--- config.mk ---
export PLATFORM = sky130hd
export DESIGN_NAME = usb_timer_wakeup_irq
export DESIGN_NICKNAME = d
export VERILOG_FILES = /design/src/hw/usb_twi_pkg.sv /design/src/hw/sync_2ff.sv /design/src/hw/usb_timer_core.sv /design/src/hw/usb_timer_wakeup_irq.sv
export SDC_FILE = /design/constraint.sdc
export NUM_CORES = 1
export LEC_CHECK = 0
export BUFFER_PORTS_ARGS = -buffer_cell sky130_fd_sc_hd__buf_4
export CORE_AREA = 2 2 99 101
export DETAILED_ROUTE_END_ITERATION = 16
export DIE_AREA = 0 0 101 103
export GPL_TIMING_DRIVEN = 0
export PLACE_DENSITY = 0.66
export SLEW_MARGIN = 20
export SYNTH_ARGS = -nofsm -noshare
export SYNTH_HDL_FRONTEND = slang
export SYNTH_HIERARCHICAL = 1
export SYNTH_SLANG_ARGS = --single-unit
--- constraint.sdc ---
create_clock -name clk -period 3.8 [get_ports clk]
set_input_delay 0.19 -clock clk [delete_from_list [all_inputs] [get_ports clk]]
set_output_delay 0.19 -clock clk [all_outputs]
set_load 0.02 [all_outputs]
--- src/hw/usb_twi_pkg.sv ---
// Notes on behaviour
// - Wakeup control register resets to 08H
// - Bit 3 sets forced D- level
// - Bit 2 sets forced D+ level
// - Bit 1 selects forced levels for driver
// - Bit 0 drives forced or buffer levels onto pins
// - Timer: 7 bits low-speed, 6 bits high-speed
// - Timer counts system clock or USB clock
// - High-speed start on reserved EOP event
// - Low-speed start on SYNC, reset, resume
// - Any overflow raises timer interrupt and flag
// - Low-speed overflow sets watchdog error, stops clock
// - Fixed priority, vectors 0006H to 000EH
// - Token EOP interrupt unless address mismatches
// - Data EOP interrupt regardless of errors
// - Early data interrupt on ID 11B
// - Transmit EOP raises transmit interrupt
// - J-to-K or SE0 raises bus activity interrupt
// - Reservation bits choose start; reset 01H
package usb_twi_pkg;

    // ==========================================
    // Register map
    localparam logic [15:0] ADDR_WAKEUP_CTRL = 16'hFF6A;
    localparam logic [15:0] ADDR_TIMER_RESV = 16'hFF6C;
    localparam logic [7:0] WAKEUP_CTRL_RESET = 8'h08;
    localparam logic [7:0] TIMER_RESV_RESET = 8'h01;
    localparam int WAKE_BIT_OUT = 0;
    localparam int WAKE_BIT_FIXED_EN = 1;
    localparam int WAKE_BIT_DPLUS = 2;
    localparam int WAKE_BIT_DMINUS = 3;
    localparam int RESV_BIT_SETUP_OUT = 0;
    localparam int RESV_BIT_TX = 1;

    // ==========================================
    // Timer
    localparam int TIMER_LS_WIDTH = 7;
    localparam int TIMER_HS_WIDTH = 6;

    // ==========================================
    // Interrupts, index is priority (0 highest)
    localparam int IRQ_COUNT = 5;
    localparam int IRQ_TIMER = 0;
    localparam int IRQ_TOKEN = 1;
    localparam int IRQ_DATA = 2;
    localparam int IRQ_TX = 3;
    localparam int IRQ_BUS = 4;
    localparam logic [15:0] VECTOR_BASE = 16'h0006;
    localparam logic [15:0] VECTOR_STEP = 16'h0002;

    // ==========================================
    // Timing
    localparam int CLK_PERIOD_NS = 10;
    localparam int IDLE_BEFORE_WAKE_MS = 5;
    localparam int IDLE_BEFORE_WAKE_CYCLES = IDLE_BEFORE_WAKE_MS * 1000000 / CLK_PERIOD_NS;

    // ==========================================
    // Carriers
    typedef struct packed {
        logic token_eop;
        logic addr_match;
        logic setup_out_ok;
        logic setup_rx;
        logic data_rx_eop;
        logic id_detect_11;
        logic pkt_tx_eop;
        logic tx_data_ok;
        logic sync_detect;
        logic reset_resume;
    } usb_events_t;

    typedef struct packed {
        logic dminus_force_level;
        logic dplus_force_level;
        logic fixed_level_en;
        logic wakeup_out;
    } wakeup_ctrl_t;

    typedef struct packed {
        logic start_after_tx;
        logic start_after_setup_out;
    } timer_resv_t;

endpackage

--- src/hw/sync_2ff.sv ---
`timescale 1ns/1ps
`default_nettype none
module sync_2ff
    import usb_twi_pkg::*;
#(
    parameter int WIDTH = 1
)
(
    // Clock and reset
    input wire logic clk,
    input wire logic reset_n,
    // Data
    input wire logic [WIDTH-1:0] async_in,
    output logic [WIDTH-1:0] sync_out
);

    logic [WIDTH-1:0] stage_reg;

    // ==========================================
    // Two stages, first read only by second
    always_ff @(posedge clk or negedge reset_n)
    begin
        if (!reset_n)
        begin
            stage_reg <= '0;
            sync_out <= '0;
        end
        else
        begin
            stage_reg <= async_in;
            sync_out <= stage_reg;
        end
    end

endmodule
`default_nettype wire

--- src/hw/usb_timer_core.sv ---
`timescale 1ns/1ps
`default_nettype none
module usb_timer_core
    import usb_twi_pkg::*;
#(
    parameter int WIDTH = TIMER_LS_WIDTH
)
(
    // Clock and reset
    input wire logic clk,
    input wire logic reset_n,
    // Control
    input wire logic start,
    input wire logic start_hs,
    input wire logic stop,
    input wire logic tick,
    // Status
    output logic running,
    output logic hs_mode,
    output logic [WIDTH-1:0] count,
    output logic overflow
);

    logic [WIDTH-1:0] limit;

    assign limit = hs_mode ? {1'b0, {(WIDTH-1){1'b1}}} : {WIDTH{1'b1}};

    // ==========================================
    // Counter; a restart wins over everything
    always_ff @(posedge clk or negedge reset_n)
    begin
        if (!reset_n)
        begin
            running <= 1'b0;
            hs_mode <= 1'b0;
            count <= '0;
            overflow <= 1'b0;
        end
        else
        begin
            overflow <= 1'b0;
            if (start)
            begin
                running <= 1'b1;
                hs_mode <= start_hs;
                count <= '0;
            end
            else if (stop)
            begin
                running <= 1'b0;
            end
            else if (running && tick)
            begin
                if (count == limit)
                begin
                    running <= 1'b0;
                    count <= '0;
                    overflow <= 1'b1;
                end
                else
                begin
                    count <= count + 1'b1;
                end
            end
        end
    end

endmodule
`default_nettype wire

--- src/hw/usb_timer_wakeup_irq.sv ---
`timescale 1ns/1ps
`default_nettype none
module usb_timer_wakeup_irq
    import usb_twi_pkg::*;
#(
    parameter int IDLE_WAKE_CYCLES = IDLE_BEFORE_WAKE_CYCLES
)
(
    // Clock and reset
    input wire logic clk,
    input wire logic reset_n,
    // CPU register access
    input wire logic [15:0] cpu_addr,
    input wire logic cpu_wr,
    input wire logic cpu_rd,
    input wire logic [7:0] cpu_wdata,
    output logic [7:0] cpu_rdata,
    // Packet engine events and controls
    input wire usb_events_t evt,
    input wire logic early_rx_irq_en,
    input wire logic timer_stop,
    input wire logic wd_err_clear,
    // Bus pins and recovered clock
    input wire logic dplus_in,
    input wire logic dminus_in,
    input wire logic usb_clk_in,
    // Transmit buffer
    input wire logic tx_buf_dp,
    input wire logic tx_buf_dm,
    input wire logic tx_buf_drive,
    // USB driver
    output logic dplus_tx_line,
    output logic dminus_tx_line,
    output logic line_oe_n,
    // Interrupt controller side
    input wire logic [IRQ_COUNT-1:0] irq_mask,
    input wire logic [IRQ_COUNT-1:0] irq_clear,
    output logic [IRQ_COUNT-1:0] irq_pulse,
    output logic [IRQ_COUNT-1:0] irq_flags,
    output logic irq_request,
    output logic [15:0] irq_vector,
    // Status
    output logic clock_watchdog_err,
    output logic usb_clk_stop,
    output logic [TIMER_LS_WIDTH-1:0] timer_count,
    output logic bus_idle_ok
);

    wakeup_ctrl_t wake_reg;
    timer_resv_t resv_reg;
    logic [2:0] pins_sync;
    logic dp_s;
    logic dm_s;
    logic uclk_s;
    logic uclk_d_reg;
    logic uclk_rise;
    logic [1:0] line_prev_reg;
    logic is_j_prev;
    logic is_k_now;
    logic is_se0_now;
    logic is_se0_prev;
    logic hs_start;
    logic ls_start;
    logic tmr_running;
    logic tmr_hs;
    logic tmr_ovf;
    logic [TIMER_LS_WIDTH-1:0] tmr_count;
    logic [IRQ_COUNT-1:0] irq_set;
    logic [IRQ_COUNT-1:0] pend;
    logic [15:0] vector_next;
    logic [31:0] idle_cnt_reg;

    // ==========================================
    // Pin synchronisers
    sync_2ff #(.WIDTH(3)) u_sync (
        .clk(clk),
        .reset_n(reset_n),
        .async_in({usb_clk_in, dminus_in, dplus_in}),
        .sync_out(pins_sync)
    );
    assign dp_s = pins_sync[0];
    assign dm_s = pins_sync[1];
    assign uclk_s = pins_sync[2];
    assign uclk_rise = uclk_s && !uclk_d_reg;

    // ==========================================
    // Register writes
    // Wakeup control reset value
    always_ff @(posedge clk or negedge reset_n)
    begin
        if (!reset_n)
        begin
            wake_reg <= wakeup_ctrl_t'(WAKEUP_CTRL_RESET[3:0]);
        end
        else if (cpu_wr && cpu_addr == ADDR_WAKEUP_CTRL)
        begin
            wake_reg <= wakeup_ctrl_t'(cpu_wdata[3:0]);
        end
    end

    // SETUP reception reloads 01H, wins over write
    always_ff @(posedge clk or negedge reset_n)
    begin
        if (!reset_n)
        begin
            resv_reg <= timer_resv_t'(TIMER_RESV_RESET[1:0]);
        end
        else if (evt.setup_rx)
        begin
            resv_reg <= timer_resv_t'(TIMER_RESV_RESET[1:0]);
        end
        else if (cpu_wr && cpu_addr == ADDR_TIMER_RESV)
        begin
            resv_reg <= timer_resv_t'(cpu_wdata[1:0]);
        end
    end

    // Unmapped addresses read zero
    always_ff @(posedge clk or negedge reset_n)
    begin
        if (!reset_n)
        begin
            cpu_rdata <= 8'h00;
        end
        else if (cpu_rd)
        begin
            case (cpu_addr)
                ADDR_WAKEUP_CTRL: cpu_rdata <= {4'h0, wake_reg};
                ADDR_TIMER_RESV: cpu_rdata <= {6'h00, resv_reg};
                default: cpu_rdata <= 8'h00;
            endcase
        end
    end

    // ==========================================
    // Driver path
    // Forced levels or transmit buffer
    always_ff @(posedge clk or negedge reset_n)
    begin
        if (!reset_n)
        begin
            dplus_tx_line <= 1'b0;
            dminus_tx_line <= 1'b1;
        end
        else if (wake_reg.fixed_level_en)
        begin
            dplus_tx_line <= wake_reg.dplus_force_level;
            dminus_tx_line <= wake_reg.dminus_force_level;
        end
        else
        begin
            dplus_tx_line <= tx_buf_dp;
            dminus_tx_line <= tx_buf_dm;
        end
    end

    always_ff @(posedge clk or negedge reset_n)
    begin
        if (!reset_n)
        begin
            line_oe_n <= 1'b1;
        end
        else
        begin
            line_oe_n <= !(wake_reg.wakeup_out || tx_buf_drive);
        end
    end

    // Idle gauge for software; any non-J state restarts it
    always_ff @(posedge clk or negedge reset_n)
    begin
        if (!reset_n)
        begin
            idle_cnt_reg <= '0;
            bus_idle_ok <= 1'b0;
        end
        else if (!(dm_s && !dp_s))
        begin
            idle_cnt_reg <= '0;
            bus_idle_ok <= 1'b0;
        end
        else if (idle_cnt_reg < 32'(IDLE_WAKE_CYCLES))
        begin
            idle_cnt_reg <= idle_cnt_reg + 32'd1;
        end
        else
        begin
            bus_idle_ok <= 1'b1;
        end
    end

    // ==========================================
    // USB timer
    // Reserved EOP events start high-speed count
    assign hs_start = (resv_reg.start_after_tx && evt.pkt_tx_eop && evt.tx_data_ok)
        || (resv_reg.start_after_setup_out && evt.token_eop && evt.setup_out_ok);
    // SYNC or reset/resume starts low-speed count
    assign ls_start = evt.sync_detect || evt.reset_resume;

    // Source is clk or recovered USB clock edge
    usb_timer_core #(.WIDTH(TIMER_LS_WIDTH)) u_timer (
        .clk(clk),
        .reset_n(reset_n),
        .start(hs_start || ls_start),
        .start_hs(hs_start),
        .stop(timer_stop),
        .tick(tmr_hs ? 1'b1 : uclk_rise),
        .running(tmr_running),
        .hs_mode(tmr_hs),
        .count(tmr_count),
        .overflow(tmr_ovf)
    );

    always_ff @(posedge clk or negedge reset_n)
    begin
        if (!reset_n)
        begin
            uclk_d_reg <= 1'b0;
            timer_count <= '0;
        end
        else
        begin
            uclk_d_reg <= uclk_s;
            timer_count <= tmr_count;
        end
    end

    // Watchdog error holds the clock stopped
    always_ff @(posedge clk or negedge reset_n)
    begin
        if (!reset_n)
        begin
            clock_watchdog_err <= 1'b0;
            usb_clk_stop <= 1'b0;
        end
        else if (tmr_ovf && !tmr_hs)
        begin
            clock_watchdog_err <= 1'b1;
            usb_clk_stop <= 1'b1;
        end
        else if (wd_err_clear)
        begin
            clock_watchdog_err <= 1'b0;
            usb_clk_stop <= 1'b0;
        end
    end

    // ==========================================
    // Bus state: J is D- high, K is D+ high
    assign is_j_prev = line_prev_reg == 2'b10;
    assign is_se0_prev = line_prev_reg == 2'b00;
    assign is_k_now = dp_s && !dm_s;
    assign is_se0_now = !dp_s && !dm_s;

    always_ff @(posedge clk or negedge reset_n)
    begin
        if (!reset_n)
        begin
            // Same SE0 value as the reset synchronisers, so no false edge
            line_prev_reg <= 2'b00;
        end
        else
        begin
            line_prev_reg <= {dm_s, dp_s};
        end
    end

    // ==========================================
    // Interrupt sources
    always_comb
    begin
        irq_set = '0;
        irq_set[IRQ_TIMER] = tmr_ovf;
        irq_set[IRQ_TOKEN] = evt.token_eop && evt.addr_match;
        irq_set[IRQ_DATA] = evt.data_rx_eop || (early_rx_irq_en && evt.id_detect_11);
        irq_set[IRQ_TX] = evt.pkt_tx_eop;
        irq_set[IRQ_BUS] = (is_j_prev && is_k_now) || (is_se0_now && !is_se0_prev);
    end

    // Sticky flags; a new event beats the clear
    always_ff @(posedge clk or negedge reset_n)
    begin
        if (!reset_n)
        begin
            irq_flags <= '0;
            irq_pulse <= '0;
        end
        else
        begin
            irq_flags <= (irq_flags & ~irq_clear) | irq_set;
            irq_pulse <= irq_set;
        end
    end

    assign pend = irq_flags & ~irq_mask;

    always_comb
    begin
        vector_next = VECTOR_BASE;
        for (int i = IRQ_COUNT - 1; i >= 0; i--)
        begin
            if (pend[i])
            begin
                vector_next = VECTOR_BASE + VECTOR_STEP * 16'(i);
            end
        end
    end

    always_ff @(posedge clk or negedge reset_n)
    begin
        if (!reset_n)
        begin
            irq_request <= 1'b0;
            irq_vector <= VECTOR_BASE;
        end
        else
        begin
            irq_request <= |pend;
            irq_vector <= vector_next;
        end
    end
endmodule
`default_nettype wire

* Word-level counts from Yosys, hierarchy flattened
Index checks and enable logic that the tools add are counted.
Storage, ports and cells: logic and storage cells 108, output and inout bits 48, flip-flop bits (word level) 104, bits of input ports 57
Operators by class: reduce and logical (&&, ||, !) cells 37, bitwise logic cells 5, $add $sub $neg 2, multiplexer cells 30, order comparisons 1, equality and inequality tests 7
Operators by type and width (count):
- 16-bit two-way mux | 4
- 32-bit two-way mux | 2
- 7-bit two-way mux | 5
- 32-bit by 1-bit adder with 32-bit output (second input constant) | 1
- 16-bit equality test (second input constant) | 2
- 32-bit by 19-bit less-than comparator with 1-bit output (second input constant) | 1
- 1-bit logical AND | 16
- 1-bit two-way mux | 15
- 5-bit AND | 2
- 5-bit NOT | 2
- 4-bit one-hot mux with 2 select lines | 1
- 7-bit by 1-bit adder with 7-bit output (second input constant) | 1
- 7-bit equality test | 1
- 1-bit logical NOT | 6
- 1-bit logical OR | 6
- 2-bit nonzero test | 3
- 3-bit nonzero test | 2
- 5-bit OR | 1
- 5-bit OR reduction | 1
- 2-bit two-way mux | 2
- 4-bit two-way mux | 1
- 2-bit by 1-bit != test with 1-bit output (second input constant) | 2
- 2-bit AND reduction | 2
- 2-bit equality test (second input constant) | 1
- other kinds (2) | 2

* Depth between registers and ports, before layout
depth in word-level cells 7, mapped depth 8, mapped depth without buffers 6

* Hierarchy
The synthesis kept the hierarchy.
By module, submodules not included:
- usb_timer_wakeup_irq | seq. area each 1784.2 µm², cells each 282, area each 3076.7 µm², instances 1
- usb_timer_core | seq. area each 250.2 µm², cells each 48, area each 504.2 µm², instances 1
- sync_2ff | seq. area each 150.1 µm², cells each 6, area each 150.1 µm², instances 1

* Least setup slack after synthesis
Ideal clock, no wire load.
path kind reg2reg, start point register idle_cnt_reg[6], end point register idle_cnt_reg[13], setup time 0.078 ns, path slack 1.651 ns, data required time 3.722 ns, path buffers 1, clock period less this slack 2.149 ns, arrival time 2.071 ns, stages on the path, launching flop included 7, cell sequence dfrtp_1 -> o31ai_1 -> a2111oi_4 -> or3_1 -> buf_2 -> or4_1 -> a21oi_1
On the way: cells in the longest elaborated chain, start to end 3, elaborated cells between the ends (all ways) 5, those cells by class add/sub (1); order compare (1); eq/ne (1); mux (2)
Ends and longest elaborated chain:
- from (decl) | line usb_timer_wakeup_irq.sv:71 | logic [31:0] idle_cnt_reg;
- from (signal assigned) | line usb_timer_wakeup_irq.sv:184 | idle_cnt_reg <= idle_cnt_reg + 32'd1;
- 32-bit by 1-bit adder with 32-bit output | line usb_timer_wakeup_irq.sv:184
- 32-bit two-way mux | line usb_timer_wakeup_irq.sv:182 | else if (idle_cnt_reg < 32'(IDLE_WAKE_CYCLES))
- 32-bit two-way mux | line usb_timer_wakeup_irq.sv:177 | else if (!(dm_s && !dp_s))
Parallel ways exist; a longest one is shown, timed or not. The select of a mux whose other input is x is not followed. A chain may end at the register's enable or synchronous reset.

* Worst setup path in the final report
start point register idle_cnt_reg[28], end point register idle_cnt_reg[17]
On the way: cells in the longest elaborated chain, start to end 2
Ends and longest elaborated chain (line):
- 32-bit by 19-bit less-than comparator with 1-bit output | usb_timer_wakeup_irq.sv:182
- 2-bit by 1-bit != test with 1-bit output (no source line)
Every way passes these cells.

==> flow_metrics.py <==
metrics = {
    "finish": {
        "largest_register_ffs": 32,
        "diodes": 0,
        "final_util_pct": 51.47,
        "final_area_um2": 4868,
        "drive_gt1_share_pct": 30.37,
        "areaGrowthSynthToFinish_pct": 30.48,
        "nets": 515,
    },
    "global_route": {
        "grt_pass1_wl_mm": 13.07,
        "track_usage_pct": 16.22,
        "grt_max_degree": 88,
        "antenna_found_initial": 0,
        "grt_pass1_vias": 2819,
        "gr-total-overflow": 0,
    },
    "clock_network": {
        "cts_buffers": 9,
        "clkSlewWorstSetupHoldPaths_ns": 0.09,
        "clkSinkCount": 87,
        "h-tree-depth": 3,
        "cts_max_path_buffers": 2,
        "tritoncts": "built",
        "cts-root-buf": "clkbuf_8",
        "clkLatencyLatePin_ns": 0.36,
        "postCtsSetupBuffers": 0,
    },
    "worst_hold_path": {
        "hold_path_depth": 2,
        "hold_class": "input pin to flop",
    },
    "place": {
        "portBuffers": 83,
        "place_area_um2": 4557,
        "pre_cts_ws_ns": 1.360,
        "dp_hpwl_mm": 5.534,
        "gp_congestion": 0.8492,
    },
    "timing": {
        "finalMaxSlewViolations": 0,
        "finalSetupTns_ns": 0,
        "rsz0062_at_grt": "false",
        "fin_skew_ns": 0.01158,
        "fin_hold_ws_ns": 0.02121,
        "finalCriticalPeriod_ns": 2.421,
        "tightest_slew_ns": 0.7612,
        "fin_crit_sh_pct": 63.71,
        "final-setup-viol-count": 0,
        "hold_viol": 0,
        "slew_headroom_pct": 49.26,
        "fmax_mhz": 413.0,
        "setup_slack_ns": 1.379,
    },
    "yosys": {
        "synth-edff-count": 0,
        "ys_ff_latch": 87,
        "synth_common_cells": "81 x dfrtp_1, 26 x nor2_1, 22 x nand2_1",
        "dominantRegCellSynth": "dfrtp_1",
        "ys_async_sr_fraction_pct": 100.0,
        "yosysTopAreaCell": "dfrtp_1",
        "yosysMostFrequentCell": "dfrtp_1",
        "synth.distinct_cells": 49,
        "yosys_warnings": 6,
        "synthTopCellsByArea": "dfrtp_1 54%, dfstp_2 4.2%, buf_4 3.6%",
        "synth.top_cell.area_share_pct": 54.33,
        "netlist_area_um2": 3731,
        "avgSynthCellArea_um2": 11.10,
        "seq_area_frac_synth_pct": 58.55,
        "syn_inst": 336,
    },
    "critical_path": {
        "critPathKind": "flop to flop",
        "crit_end": "idle_cnt_reg[17]",
        "reg2reg_slack_ns": 1.38,
        "end_kind": "flop",
        "worstPathMaxFanout": 10,
        "critPathLaunchType": "flop",
        "reg2reg_to": "idle_cnt_reg[17]",
        "timing.rr.start": "idle_cnt_reg[28]",
        "critPathArrivalTime_ns": 2.65,
        "startpoint": "idle_cnt_reg[28]",
        "r2r_cells": 7,
        "critPathRequiredTime_ns": 4.03,
    },
    "routing": {
        "first_pass_iters": 4,
        "avgViaCountPerCell": 4.798,
        "wire_per_inst_um": 13.36,
        "drc": 0,
        "wl_mm": 7.683,
        "vias": 2759,
        "dr.first_iter.drc_count": 143,
        "ant_nets": 0,
    },
    "pwr": {
        "power_density_nw_per_um2": 367.8,
        "peakVddDrop_v": 0.0002001,
        "p_leak_nw": 2.395,
    },
    "run_status": {
        "status": "completed",
    },
    "die": {
        "fp.dieH_um": 103,
        "initial_core_util_pct": 39.44,
        "boundaryPins": 105,
        "rows": 36,
        "core_um2": 9459,
        "die_area_um2": 10400,
        "die_x_um": 101,
    },
    "flow_run": {
        "cap_violations": 0,
    },
}
## worst min path at each step
stage	start	to	slack, ns
after floorplan	reset_n	bus_idle_ok	-0.11
after global placement	dplus_in	u_sync/stage_reg[0]	0.30
after detailed placement	dplus_in	u_sync/stage_reg[0]	0.30
after CTS	irq_clear[0]	irq_flags[0]	0.005
after global routing	irq_clear[0]	irq_flags[0]	0.01
final	irq_clear[0]	irq_flags[0]	0.02
## repair_timing
| action | in CTS | in global routing |
|---|---|---|
| gates resized for setup | 0 | 0 |
| hold buffers | 9 | 1 |
| hold endpoints to repair | 9 | 81 |
## cell type report
| class | count | area (um2) |
|---|---|---|
| buffer | 27 | 180.2 |
| clock buffer | 10 | 137.6 |
| clock inverter | 6 | 70.07 |
| fill | 848 | 4591 |
| inverter | 16 | 60.06 |
| multi-input combinational | 222 | 1366 |
| sequential | 87 | 2185 |
| tap | 114 | 142.6 |
| timing repair buffer | 93 | 726.9 |
## metal layers
layer | vias to the layer above | part of all wire [%] | GRT usage (%)
met5 | - | 0 | 0
met4 | 0 | 1.5 | 7.277
met2 | 70 | 49 | 26.31
met3 | 12 | 6.4 | 5.220
li1 | 1384 | - | -
met1 | 1293 | 43 | 19.96
## logic make-up (layout without fill, tap and decap cells)
| logic type | count (synthesis) | in the layout | share of synthesized area, % |
|---|---|---|---|
| compound gates | 51 | 51 | 9.290 |
| xor+xnor | 13 | 13 | 3.052 |
| fa+ha+maj | 2 | 2 | 0.6706 |
| buf+inv | 43 | 152 | 6.439 |
| flops | 87 | 87 | 58.55 |
| mux | 9 | 9 | 2.649 |
| other cells | 1 | 17 | 0.1005 |
| simple gates | 130 | 130 | 19.25 |
## critical path: stages, from the launching register on
cell	delay [ns]
dfrtp_1	0.38
nor4_1	0.34
nand4_2	0.33
or3_1	0.42
buf_2	0.17
buf_2	0.19
o41ai_1	0.37
a21oi_1	0.11
## per-stage QoR
| step | power, mW | cells |
|---|---|---|
| after detailed placement | 1.146 | 549 |
| final | 1.790 | 575 |
| after CTS | 1.818 | 574 |
| after global routing | 1.875 | 575 |
| after floorplan | 1.054 | 352 |
| after global placement | 1.144 | 549 |
## layout by cell type, fill, tap and decap left out, drive strengths merged, types with 2 or more instances in the layout
cell,n
dfstp,6
mux2,7
inv,16
nand2b,7
ha,2
nor2b,4
nand3,9
o21bai,2
nand4bb,2
xor2,5
nand4,9
nand2,22
o22ai,3
or3,5
dlygate4sd3,10
xnor2,8
nor3,4
mux2i,2
a21o,5
or4,2
o2111ai,3
and4,2
and2,4
dfrtp,81
clkbuf,15
nor2,26
a22o,2
a31oi,2
o31ai,4
a21oi,14
and3,18
nand3b,2
conb,17
clkinv,2
buf,105
clkinvlp,3
nor4,11
o21ai,11
## where the power goes
part / leakage, nW / switching, mW / total, mW / internal (mW)
clock network: 0.0947 / 0.333 / 0.656 / 0.323
logic: 1.16 / 0.0913 / 0.177 / 0.0861
registers: 1.14 / 0.00999 / 0.957 / 0.947
total: 2.39 / 0.434 / 1.79 / 1.36
Power figures use the tool's default switching activity.
